<file path="config.mk">
export PLATFORM = sky130hd
export DESIGN_NAME = lxt_line_exposure_timing
export DESIGN_NICKNAME = d
export VERILOG_FILES = /design/src/inc/lxt_pkg.sv /design/src/hdl/lxt_line_exposure_timing.sv
export VERILOG_INCLUDE_DIRS = /design/src /design/src/inc
export SDC_FILE = /design/constraint.sdc
export NUM_CORES = 2
export LEC_CHECK = 0
export ABC_CLOCK_PERIOD_IN_PS = 130199
export BUFFER_PORTS_ARGS = -buffer_cell sky130_fd_sc_hd__buf_2
export CELL_PAD_IN_SITES_DETAIL_PLACEMENT = 0
export CELL_PAD_IN_SITES_GLOBAL_PLACEMENT = 2
export CORE_UTILIZATION = 39
export DETAILED_ROUTE_END_ITERATION = 16
export HOLD_SLACK_MARGIN = 0.15
export PLACE_DENSITY_LB_ADDON = 0.08
export SLEW_MARGIN = 20
export SYNTH_ARGS = -nofsm -noshare
export SYNTH_HDL_FRONTEND = slang
export SYNTH_SLANG_ARGS = --single-unit
</file>
<file path="constraint.sdc">
create_clock -name sys_clk -period 130.2 [get_ports sys_clk]
set_input_delay 26.04 -clock sys_clk [delete_from_list [all_inputs] [get_ports sys_clk]]
set_output_delay 26.04 -clock sys_clk [all_outputs]
set_load 0.02 [all_outputs]
</file>
<file path="src/inc/lxt_params.svh">
// Constants for the line exposure timing controller: register offsets,
// field positions, reset values, limits and timing figures.
// Assumes a 20 MHz system clock and a 32-bit classic Wishbone register bus.
`ifndef LXT_PARAMS_SVH
`define LXT_PARAMS_SVH

// Clock rate in hertz (20 MHz) and microseconds per second.
`define LXT_CLK_HZ      32'h01312d00
`define LXT_US_PER_S    32'h000f4240
// Cycles in one microsecond tick, derived from the clock rate.
`define LXT_US_CYC      (`LXT_CLK_HZ / `LXT_US_PER_S)

// Line transfer time and pixel reset time, in microseconds.
`define LXT_XFER_US     13'h0005
`define LXT_PRST_US     13'h0002

// Exposure mode codes.
`define LXT_MODE_PROG   4'h2
`define LXT_MODE_EXTMAX 4'h3
`define LXT_MODE_SMART  4'h4
`define LXT_MODE_EXTRST 4'h5
`define LXT_MODE_EXTFIX 4'h6
`define LXT_MODE_INTMAX 4'h7
`define LXT_MODE_MAXLR  4'h8
`define LXT_MODE_RST    `LXT_MODE_INTMAX

// Line rate limits in hertz (300, 36000, 68000, 18500).
`define LXT_RATE_MIN    17'h0012c
`define LXT_RATE_STD    17'h08ca0
`define LXT_RATE_FAST   17'h109a0
`define LXT_RATE_SLOW   17'h04844
// Exposure limits in microseconds (3, 3300).
`define LXT_EXP_MIN     12'h003
`define LXT_EXP_MAX     12'hce4

// Reset values: 10000 Hz, a 100 us line and a 50 us exposure.
`define LXT_RATE_RST    17'h02710
`define LXT_LINE_RST    13'h0064
`define LXT_EXP_RST     12'h032

// Register byte offsets.
`define LXT_OFF_MODE    8'h00
`define LXT_OFF_RATE    8'h04
`define LXT_OFF_EXP     8'h08
`define LXT_OFF_CFG     8'h0c
`define LXT_OFF_STAT    8'h10
`define LXT_OFF_MAXEXP  8'h14
`define LXT_OFF_LINE    8'h18

// Field positions in the configuration and status registers.
`define LXT_CFG_2K      0
`define LXT_CFG_DM_LO   1
`define LXT_ERR_RATE    0
`define LXT_ERR_EXP     1
`define LXT_ERR_MODE    2
`define LXT_STAT_ECON   3
`define LXT_STAT_PH_LO  4

`endif

</file>
<file path="src/inc/lxt_pkg.sv">
// Types for the line exposure timing controller.
// Assumes the constants of lxt_params.svh for widths of stored values.
package lxt_pkg;

   // Exposure phase of the current line, Gray coded along idle, clear, expose.
   typedef enum logic [1:0] {
      PH_IDLE   = 2'b00,
      PH_CLEAR  = 2'b01,
      PH_EXPOSE = 2'b11
   } lxt_phase_e;

   // Complete state of the controller, registered as one word.
   typedef struct packed {
      logic [3:0]  mode;         // Selected exposure mode.
      logic [16:0] rate;         // Programmed line rate in hertz.
      logic [12:0] lineUs;       // Active line period in microseconds.
      logic [11:0] expUs;        // Programmed exposure in microseconds.
      logic        sensor2k;     // Long sensor variant selected.
      logic [1:0]  dataMode;     // Bit depth and tap selection.
      logic [2:0]  err;          // Sticky command error flags.
      logic [4:0]  usDiv;        // Microsecond tick divider.
      logic [12:0] lineCnt;      // Position within an internal line.
      logic [12:0] phCnt;        // Time spent in the current phase.
      logic        trigPrev;     // Line trigger one cycle ago.
      logic        prstPrev;     // Pixel reset input one cycle ago.
      lxt_phase_e  phase;        // Current exposure phase.
      logic        exposureOn;   // Exposure output.
      logic        chargeClear;  // Charge clear output.
      logic        readoutStart; // Readout start pulse output.
      logic        ecOn;         // Exposure control active.
      logic        ack;          // Bus acknowledge.
      logic [31:0] dat;          // Bus read data.
   } lxt_state_s;

endpackage

</file>
<file path="src/hdl/lxt_line_exposure_timing.sv">
// Line exposure timing controller with a classic Wishbone register slave.
// Assumes trigger inputs synchronous to sys_clk and a 20 MHz sys_clk.
`timescale 1ns/1ps
`include "lxt_params.svh"

// Overview of operation
// - Hold mode 2..8, reset to mode 7.
// - Mode 2 internal sync, programmable rate and exposure.
// - Mode 3 external sync, maximum exposure, no control.
// - Mode 3 trigger spacing sets line, fall starts.
// - Mode 4 rise starts exposure, fall starts readout.
// - Mode 5 trigger fall readout, reset rise exposes.
// - Mode 6 external rate, fixed internal exposure.
// - Mode 7 internal rate, maximum exposure, no control.
// - Mode 8 fastest line for programmed exposure.
// - Mode 2 new rate trims exposure to fit.
// - Mode 2 long exposure stretches the line.
// - Line rate accepted only in modes 2, 7.
// - Line rate limits follow sensor and taps.
// - Bad line rate refused, flagged, unchanged.
// - Exposure accepted only in modes 2, 6, 8.
// - Exposure 3..3300 us, capped by line rate in mode 6.
// - Report largest exposure for programmed rate.
// - Report selected exposure mode on read.
// - Tap count follows the data mode setting.
module lxt_line_exposure_timing (
   input  wire logic        sys_clk,
   input  wire logic        rst,
   input  wire logic        cyc_i,
   input  wire logic        stb_i,
   input  wire logic        we_i,
   input  wire logic [7:0]  adr_i,
   input  wire logic [3:0]  sel_i,
   input  wire logic [31:0] dat_i,
   output logic             ack_o,
   output logic [31:0]      dat_o,
   input  wire logic        externalLineTrigger,
   input  wire logic        pixelResetInput,
   output logic             exposureOn,
   output logic             chargeClearPulse,
   output logic             readoutStart,
   output logic             exposureControlOn
);

   lxt_pkg::lxt_state_s s_reg;  // Registered state.
   lxt_pkg::lxt_state_s s_next; // Next state.

   logic        usTick;    // One-cycle microsecond enable.
   logic        busTake;   // A new bus request is taken this cycle.
   logic        wrTake;    // A full-word write is taken this cycle.
   logic [12:0] effExp;    // Exposure length of an internal line.
   logic [12:0] expStart;  // Line position where exposure begins.
   logic [12:0] nextCnt;   // Next internal line position.
   logic        lineWrap;  // Internal line ends at this tick.
   logic        trigRise;  // Rising edge of the line trigger.
   logic        trigFall;  // Falling edge of the line trigger.
   logic        prstRise;  // Rising edge of the pixel reset input.
   logic [2:0]  errSet;    // Error events of this cycle.
   logic [2:0]  errClr;    // Error flags cleared by software.
   logic [12:0] newLine;   // Line period of a requested rate.
   logic [12:0] newMax;    // Largest exposure of a requested rate.

   // Line period in microseconds for a rate; zero is treated as the slowest.
   function automatic logic [12:0] periodUs(input logic [16:0] r);
      logic [31:0] q;
      q = (r == 17'h00000) ? `LXT_US_PER_S : `LXT_US_PER_S / {15'h0000, r};
      return q[12:0];
   endfunction

   // Largest exposure that fits a line at this rate.
   function automatic logic [12:0] maxExpUs(input logic [16:0] r);
      return periodUs(r) - `LXT_XFER_US - `LXT_PRST_US;
   endfunction

   // Upper rate limit for the sensor length and the tap count.
   function automatic logic [16:0] rateMax(input logic long2k, input logic dualTap);
      if (long2k) begin
         return dualTap ? `LXT_RATE_STD : `LXT_RATE_SLOW;
      end
      return dualTap ? `LXT_RATE_FAST : `LXT_RATE_STD;
   endfunction

   // Modes that run with exposure control enabled.
   function automatic logic ecMode(input logic [3:0] m);
      return (m != `LXT_MODE_EXTMAX) && (m != `LXT_MODE_INTMAX);
   endfunction

   // Bus handshake: one request per ack, ack dropped the cycle after.
   assign busTake = cyc_i & stb_i & ~s_reg.ack;
   // Partial writes are ignored so no register ever holds a torn value.
   assign wrTake  = busTake & we_i & (&sel_i);

   // Tick and edge detection used by the timing engine.
   assign usTick   = (s_reg.usDiv == 5'(`LXT_US_CYC - 1));
   assign trigRise = externalLineTrigger & ~s_reg.trigPrev;
   assign trigFall = ~externalLineTrigger & s_reg.trigPrev;
   assign prstRise = pixelResetInput & ~s_reg.prstPrev;

   // Internal line geometry; mode 7 takes all the time left in the line.
   always_comb begin
      effExp = (s_reg.mode == `LXT_MODE_INTMAX) ?
               s_reg.lineUs - `LXT_XFER_US - `LXT_PRST_US :
               {1'b0, s_reg.expUs};
      expStart = s_reg.lineUs - effExp;
      lineWrap = (s_reg.lineCnt >= s_reg.lineUs - 13'h0001);
      nextCnt  = lineWrap ? 13'h0000 : s_reg.lineCnt + 13'h0001;
   end

   // Period and exposure ceiling for a rate being written.
   assign newLine = periodUs(dat_i[16:0]);
   assign newMax  = maxExpUs(dat_i[16:0]);

   // Next-state logic: bus slave, command checks and the timing engine.
   always_comb begin
      s_next              = s_reg;
      s_next.readoutStart = 1'b0;
      s_next.ack          = 1'b0;
      s_next.dat          = 32'h00000000;
      s_next.trigPrev     = externalLineTrigger;
      s_next.prstPrev     = pixelResetInput;
      errSet              = 3'h0;
      errClr              = 3'h0;
      s_next.usDiv        = usTick ? 5'h00 : s_reg.usDiv + 5'h01;

      // Timing engine; each mode decides when to clear, expose and read out.
      case (s_reg.mode)
         `LXT_MODE_EXTMAX: begin
            // The trigger fall closes one line and opens the next.
            if (trigFall) begin
               s_next.readoutStart = 1'b1;
               s_next.phase        = lxt_pkg::PH_CLEAR;
               s_next.phCnt        = 13'h0000;
            end else if (s_reg.phase == lxt_pkg::PH_CLEAR && usTick) begin
               if (s_reg.phCnt >= `LXT_PRST_US - 13'h0001) begin
                  s_next.phase = lxt_pkg::PH_EXPOSE;
               end else begin
                  s_next.phCnt = s_reg.phCnt + 13'h0001;
               end
            end
         end
         `LXT_MODE_SMART: begin
            // Trigger high time is the exposure; the clear is one cycle.
            if (trigRise) begin
               s_next.phase = lxt_pkg::PH_CLEAR;
            end else if (trigFall) begin
               s_next.readoutStart = 1'b1;
               s_next.phase        = lxt_pkg::PH_IDLE;
            end else if (s_reg.phase == lxt_pkg::PH_CLEAR) begin
               s_next.phase = lxt_pkg::PH_EXPOSE;
            end
         end
         `LXT_MODE_EXTRST: begin
            // Pixel reset is external here, so no charge clear is made.
            if (trigFall) begin
               s_next.readoutStart = 1'b1;
               s_next.phase        = lxt_pkg::PH_IDLE;
            end else if (prstRise) begin
               s_next.phase = lxt_pkg::PH_EXPOSE;
            end
         end
         `LXT_MODE_EXTFIX: begin
            // A trigger that comes before the exposure ends cuts it short.
            if (trigFall) begin
               s_next.readoutStart = 1'b1;
               s_next.phase        = lxt_pkg::PH_CLEAR;
               s_next.phCnt        = 13'h0000;
            end else if (usTick && s_reg.phase != lxt_pkg::PH_IDLE) begin
               if (s_reg.phase == lxt_pkg::PH_CLEAR &&
                   s_reg.phCnt >= `LXT_PRST_US - 13'h0001) begin
                  s_next.phase = lxt_pkg::PH_EXPOSE;
                  s_next.phCnt = 13'h0000;
               end else if (s_reg.phase == lxt_pkg::PH_EXPOSE &&
                            s_reg.phCnt >= {1'b0, s_reg.expUs} - 13'h0001) begin
                  s_next.phase = lxt_pkg::PH_IDLE;
               end else begin
                  s_next.phCnt = s_reg.phCnt + 13'h0001;
               end
            end
         end
         default: begin
            // Modes 2, 7 and 8 run from the internal line counter.
            if (usTick) begin
               s_next.lineCnt      = nextCnt;
               s_next.readoutStart = lineWrap;
               if (nextCnt >= expStart) begin
                  s_next.phase = lxt_pkg::PH_EXPOSE;
               end else if (nextCnt >= expStart - `LXT_PRST_US) begin
                  s_next.phase = lxt_pkg::PH_CLEAR;
               end else begin
                  s_next.phase = lxt_pkg::PH_IDLE;
               end
            end
         end
      endcase

      // Register reads return the value held before this cycle's write.
      if (busTake && !we_i) begin
         case (adr_i)
            `LXT_OFF_MODE:   s_next.dat = {28'h0000000, s_reg.mode};
            `LXT_OFF_RATE:   s_next.dat = {15'h0000, s_reg.rate};
            `LXT_OFF_EXP:    s_next.dat = {20'h00000, s_reg.expUs};
            `LXT_OFF_CFG:    s_next.dat = {29'h00000000, s_reg.dataMode, s_reg.sensor2k};
            `LXT_OFF_STAT:   s_next.dat = {26'h0000000, s_reg.phase, s_reg.ecOn, s_reg.err};
            `LXT_OFF_MAXEXP: s_next.dat = {19'h00000, maxExpUs(s_reg.rate)};
            `LXT_OFF_LINE:   s_next.dat = {19'h00000, s_reg.lineUs};
            default:         s_next.dat = 32'h00000000;
         endcase
      end
      if (busTake) begin
         s_next.ack = 1'b1;
      end

      // Register writes with their range checks and side effects.
      if (wrTake) begin
         case (adr_i)
            `LXT_OFF_MODE: begin
               if (dat_i[31:4] == 28'h0000000 && dat_i[3:0] >= `LXT_MODE_PROG &&
                   dat_i[3:0] <= `LXT_MODE_MAXLR) begin
                  s_next.mode    = dat_i[3:0];
                  s_next.phase   = lxt_pkg::PH_IDLE;
                  s_next.lineCnt = 13'h0000;
                  s_next.phCnt   = 13'h0000;
                  // Mode 8 and a long mode 2 exposure set the line from the exposure.
                  if (dat_i[3:0] == `LXT_MODE_MAXLR ||
                      (dat_i[3:0] == `LXT_MODE_PROG &&
                       {1'b0, s_reg.expUs} > maxExpUs(s_reg.rate))) begin
                     s_next.lineUs = {1'b0, s_reg.expUs} + `LXT_XFER_US;
                  end else begin
                     s_next.lineUs = periodUs(s_reg.rate);
                  end
               end else begin
                  errSet[`LXT_ERR_MODE] = 1'b1;
               end
            end
            `LXT_OFF_RATE: begin
               if ((s_reg.mode == `LXT_MODE_PROG || s_reg.mode == `LXT_MODE_INTMAX) &&
                   dat_i[31:17] == 15'h0000 && dat_i[16:0] >= `LXT_RATE_MIN &&
                   dat_i[16:0] <= rateMax(s_reg.sensor2k,
                                          s_reg.dataMode[1])) begin
                  s_next.rate    = dat_i[16:0];
                  s_next.lineUs  = newLine;
                  s_next.lineCnt = 13'h0000;
                  if (s_reg.mode == `LXT_MODE_PROG && {1'b0, s_reg.expUs} > newMax) begin
                     s_next.expUs = newMax[11:0];
                  end
               end else begin
                  errSet[`LXT_ERR_RATE] = 1'b1;
               end
            end
            `LXT_OFF_EXP: begin
               if ((s_reg.mode == `LXT_MODE_PROG || s_reg.mode == `LXT_MODE_EXTFIX ||
                    s_reg.mode == `LXT_MODE_MAXLR) &&
                   dat_i[31:12] == 20'h00000 && dat_i[11:0] >= `LXT_EXP_MIN &&
                   dat_i[11:0] <= `LXT_EXP_MAX &&
                   (s_reg.mode != `LXT_MODE_EXTFIX ||
                    {1'b0, dat_i[11:0]} <= maxExpUs(s_reg.rate))) begin
                  s_next.expUs = dat_i[11:0];
                  if (s_reg.mode == `LXT_MODE_MAXLR ||
                      {1'b0, dat_i[11:0]} > maxExpUs(s_reg.rate)) begin
                     s_next.lineUs  = {1'b0, dat_i[11:0]} + `LXT_XFER_US;
                     s_next.lineCnt = 13'h0000;
                  end else begin
                     s_next.lineUs = periodUs(s_reg.rate);
                  end
               end else begin
                  errSet[`LXT_ERR_EXP] = 1'b1;
               end
            end
            `LXT_OFF_CFG: begin
               s_next.sensor2k = dat_i[`LXT_CFG_2K];
               s_next.dataMode = dat_i[`LXT_CFG_DM_LO +: 2];
            end
            `LXT_OFF_STAT: begin
               errClr = dat_i[2:0];
            end
            default: begin
               // Writes to read-only or unmapped words are acknowledged and dropped.
            end
         endcase
      end

      // A new error beats a simultaneous software clear.
      s_next.err = (s_reg.err & ~errClr) | errSet;

      // Outputs are registered copies of the next phase and mode.
      s_next.ecOn        = ecMode(s_next.mode);
      s_next.exposureOn  = (s_next.phase == lxt_pkg::PH_EXPOSE);
      s_next.chargeClear = (s_next.phase == lxt_pkg::PH_CLEAR);
   end

   // State register; reset loads mode 7 and the default line and exposure.
   always_ff @(posedge sys_clk) begin
      if (rst) begin
         s_reg        <= '0;
         s_reg.mode   <= `LXT_MODE_RST;
         s_reg.rate   <= `LXT_RATE_RST;
         s_reg.lineUs <= `LXT_LINE_RST;
         s_reg.expUs  <= `LXT_EXP_RST;
      end else begin
         s_reg <= s_next;
      end
   end

   // All outputs come straight from the state register.
   assign ack_o             = s_reg.ack;
   assign dat_o             = s_reg.dat;
   assign exposureOn        = s_reg.exposureOn;
   assign chargeClearPulse  = s_reg.chargeClear;
   assign readoutStart      = s_reg.readoutStart;
   assign exposureControlOn = s_reg.ecOn;

endmodule // lxt_line_exposure_timing

</file>
==> impl_metrics.env <==
export IMPL_max_slew_margin_rel_pct=23.60
export IMPL_muxShareOfSynthArea_pct=4.364
export IMPL_slowest_delay_ps=680
export IMPL_synth_top_family_by_area="compound AO/OA/AOI/OAI gates"
export IMPL_clockBufferDepth=2
export IMPL_wl_um=236400
export IMPL_synth_avg_cell_area_um2=6.906
export IMPL_grt_antenna_before_repair=11
export IMPL_grt_pass1_vias=63184
export IMPL_finalSetupViolCount=0
export IMPL_dr_total_vias=66618
export IMPL_synth_fa_ha_area_share_pct=17.82
export IMPL_hold_class="reg -> reg"
export IMPL_drc=0
export IMPL_vias_per_cell=6.114
export IMPL_grtUsageTotal_pct=28.58
export IMPL_hpwl_um=189400
export IMPL_worst_pin_slew_ps=1142
export IMPL_ys_warn_count=0
export IMPL_drt_iter0_markers=4634
export IMPL_die_h_um=399.4
export IMPL_synth_xor_area_share_pct=8.068
export IMPL_yosys_area_top_type="ha_1"
export IMPL_yosysSeqAreaShare_pct=3.543
export IMPL_synth_edf_count=0
export IMPL_endpoint_kind="flop"
export IMPL_synth_compound_area_share_pct=33.93
export IMPL_ys_types=173
export IMPL_ys_seq_elements=109
export IMPL_tritoncts="done"
export IMPL_largest_reg_flops=87
export IMPL_layout_drive_gt1_share_pct=8.589
export IMPL_first_pass_iters=6
export IMPL_rsz0062_at_grt="false"
export IMPL_coreArea_um2=156600
export IMPL_cts_setup_buffers=0
export IMPL_ctsHoldBuffers=0
export IMPL_path_clk_slew_ps=110
export IMPL_slew_viol_final=0
export IMPL_worstSkewPairLatency_ps=430
export IMPL_pin_count=88
export IMPL_grt_overflow_total=0
export IMPL_hold_viol=0
export IMPL_cts_buffers=9
export IMPL_gp_congestion=0.9215
export IMPL_die_x_um=399.4
export IMPL_critPathMaxFanout=34
export IMPL_postRouteAntennaNets=0
export IMPL_syn_inst=8917
export IMPL_grt_max_degree=61
export IMPL_syn_to_final_growth_pct=4.108
export IMPL_cpMaxStageDelayCell="nor3_1"
export IMPL_cp_data_arrival_time_ps=121280
export IMPL_status="finished, final reports clean"
export IMPL_nets=9758
export IMPL_initial_core_util_pct=39.33
export IMPL_cts_htree_levels=3
export IMPL_netlist_area_leader_share_pct=17.76
export IMPL_synthSimpleGateAreaFrac_pct=26.98
export IMPL_cts_resized=0
export IMPL_final_min_clock_period_ps=120940
export IMPL_required_ps=130550
export IMPL_wire_per_inst_um=21.70
export IMPL_fin_crit_sh_pct=92.89
export IMPL_crit_top_cell="a21oi_1"
export IMPL_cts_root_buf="clkbuf_16"
export IMPL_synthArstFlopShare_pct=0
export IMPL_grt_pass1_wl_um=363800
export IMPL_fin_tns_setup_ps=0
export IMPL_synth_ff_type="dfxtp_1"
export IMPL_row_count=145
export IMPL_fin_worst_skew_ps=35.80
export IMPL_clkSinkCount=109
export IMPL_critPathLaunchType="input pin"
export IMPL_synthesis_area_um2=61580
export IMPL_cap_violations=0
export IMPL_crit_type="in -> reg"
export IMPL_dieArea_um2=159500
export IMPL_fmax_ghz=0.008269
export IMPL_post_synth_main_area_contributors="ha_1 18%, a21oi_1 6.9%, xnor2_1 5.5%"
export IMPL_io_buffers=72
## critical path: cells and delay by family
kind | cells | cell delay (ps)
XOR/XNOR | 3 | 550
AO/OA/AOI/OAI | 247 | 52400
buffers and inverters | 26 | 5400
adder cells (fa/ha/maj) | 34 | 10790
AND/OR/NAND/NOR | 108 | 23130
multiplexers | 8 | 2750
## cells by family (layout without fill, tap and decap cells)
family,Yosys count,after routing
AOI/OAI and AO/OA,3129,3129
xor gates and xnor gates,562,562
adders and majority gates,877,877
buffers and inverters,692,597
DFF,109,109
muxes,242,242
other,1,17
and+or+nand+nor,3305,3305
## area by class of cell
cell class	count	area (um^2)
Multi-Input combinational cell	8131	56290
Antenna cell	1	2.502
Clock buffer	10	229.0
Fill cell	16773	92460
Tap cell	2058	2575
Inverter	383	1438
Sequential cell	109	2186
Clock inverter	6	81.33
Timing Repair Buffer	198	1309
## metal layers
metal	share of wire (%)	global-route usage [%]	up-vias
met5	0.0055	0	-
met4	3.0	8.220	2
met3	4.2	2.146	331
met2	47	50.56	1711
met1	45	36.75	31374
li1	-	-	33200
## path summary, 6_finish.rpt
path,start,endpoint,slack (ps),cells past startpoint
setup / recovery,dat_i[1],s_reg[87]$_SDFFE_PP0P_,9260,426
hold / removal,s_reg[72]$_SDFF_PP0_,s_reg[72]$_SDFF_PP0_,460,2
setup reg to reg,s_reg[119]$_SDFFE_PP0P_,s_reg[100]$_SDFFE_PP0P_,30150,430
hold reg to reg,s_reg[72]$_SDFF_PP0_,s_reg[72]$_SDFF_PP0_,460,2
## through the flow
| stage | cells | hold slack, ps | worst slack [ps] | area (um^2) | utilization [%] |
|---|---|---|---|---|---|
| 3_3_place_gp | 10879 | 443.2 | 12370 | 63790 | 40.75 |
| 4_1_cts | 10895 | 459.8 | 10430 | 64110 | 40.94 |
| 6_report | 10896 | 455.3 | 9262 | 64110 | 40.95 |
| 3_5_place_dp | 10879 | 447.7 | 10390 | 63790 | 40.75 |
| 5_1_grt | 10896 | 481.7 | 688.6 | 64110 | 40.95 |
| 2_1_floorplan | 8932 | 431.4 | 18860 | 61640 | - |
## cells in the final DEF (no fill, tap or decap), types with 71 or more instances in the layout
| master | netlist | routed |
|---|---|---|
| a211oi_1 | 89 | 89 |
| a21o_1 | 276 | 276 |
| a21oi_1 | 843 | 843 |
| a31oi_1 | 95 | 94 |
| and2_1 | 91 | 91 |
| and3_1 | 85 | 85 |
| buf_2 | 29 | 71 |
| buf_4 | 60 | 127 |
| dfxtp_1 | 109 | 108 |
| ha_1 | 874 | 874 |
| inv_1 | 376 | 364 |
| mux2_2 | 162 | 162 |
| nand2_1 | 774 | 774 |
| nand2b_1 | 256 | 256 |
| nand3_1 | 267 | 267 |
| nand4_1 | 103 | 103 |
| nor2_1 | 897 | 894 |
| nor2b_1 | 123 | 122 |
| nor3_1 | 248 | 245 |
| nor4_1 | 72 | 72 |
| o211ai_1 | 99 | 99 |
| o21a_1 | 253 | 253 |
| o21ai_0 | 578 | 578 |
| o31ai_1 | 178 | 177 |
| or3_1 | 80 | 80 |
| xnor2_1 | 389 | 389 |
| xor2_1 | 170 | 170 |
## cell usage after synthesis, types with 30 or more instances
cell type / instances
a211oi_1: 89
a21boi_0: 70
a21o_1: 276
a21oi_1: 843
a31oi_1: 95
and2_1: 91
and3_1: 85
buf_4: 60
clkbuf_1: 147
dfxtp_1: 109
ha_1: 874
inv_1: 376
mux2_2: 162
mux2i_1: 68
nand2_1: 774
nand2b_1: 256
nand3_1: 267
nand4_1: 103
nor2_1: 897
nor2b_1: 123
nor3_1: 248
nor4_1: 72
o211ai_1: 99
o21a_1: 253
o21ai_0: 578
o21ai_1: 37
o21bai_1: 54
o22ai_1: 30
o31ai_1: 178
or2_2: 56
or3_1: 80
or4_1: 30
xnor2_1: 389
xor2_1: 170
Power is left out: the tool's default activity adds up to more than one toggle a clock period on the data nets, which glitch-free logic cannot reach.
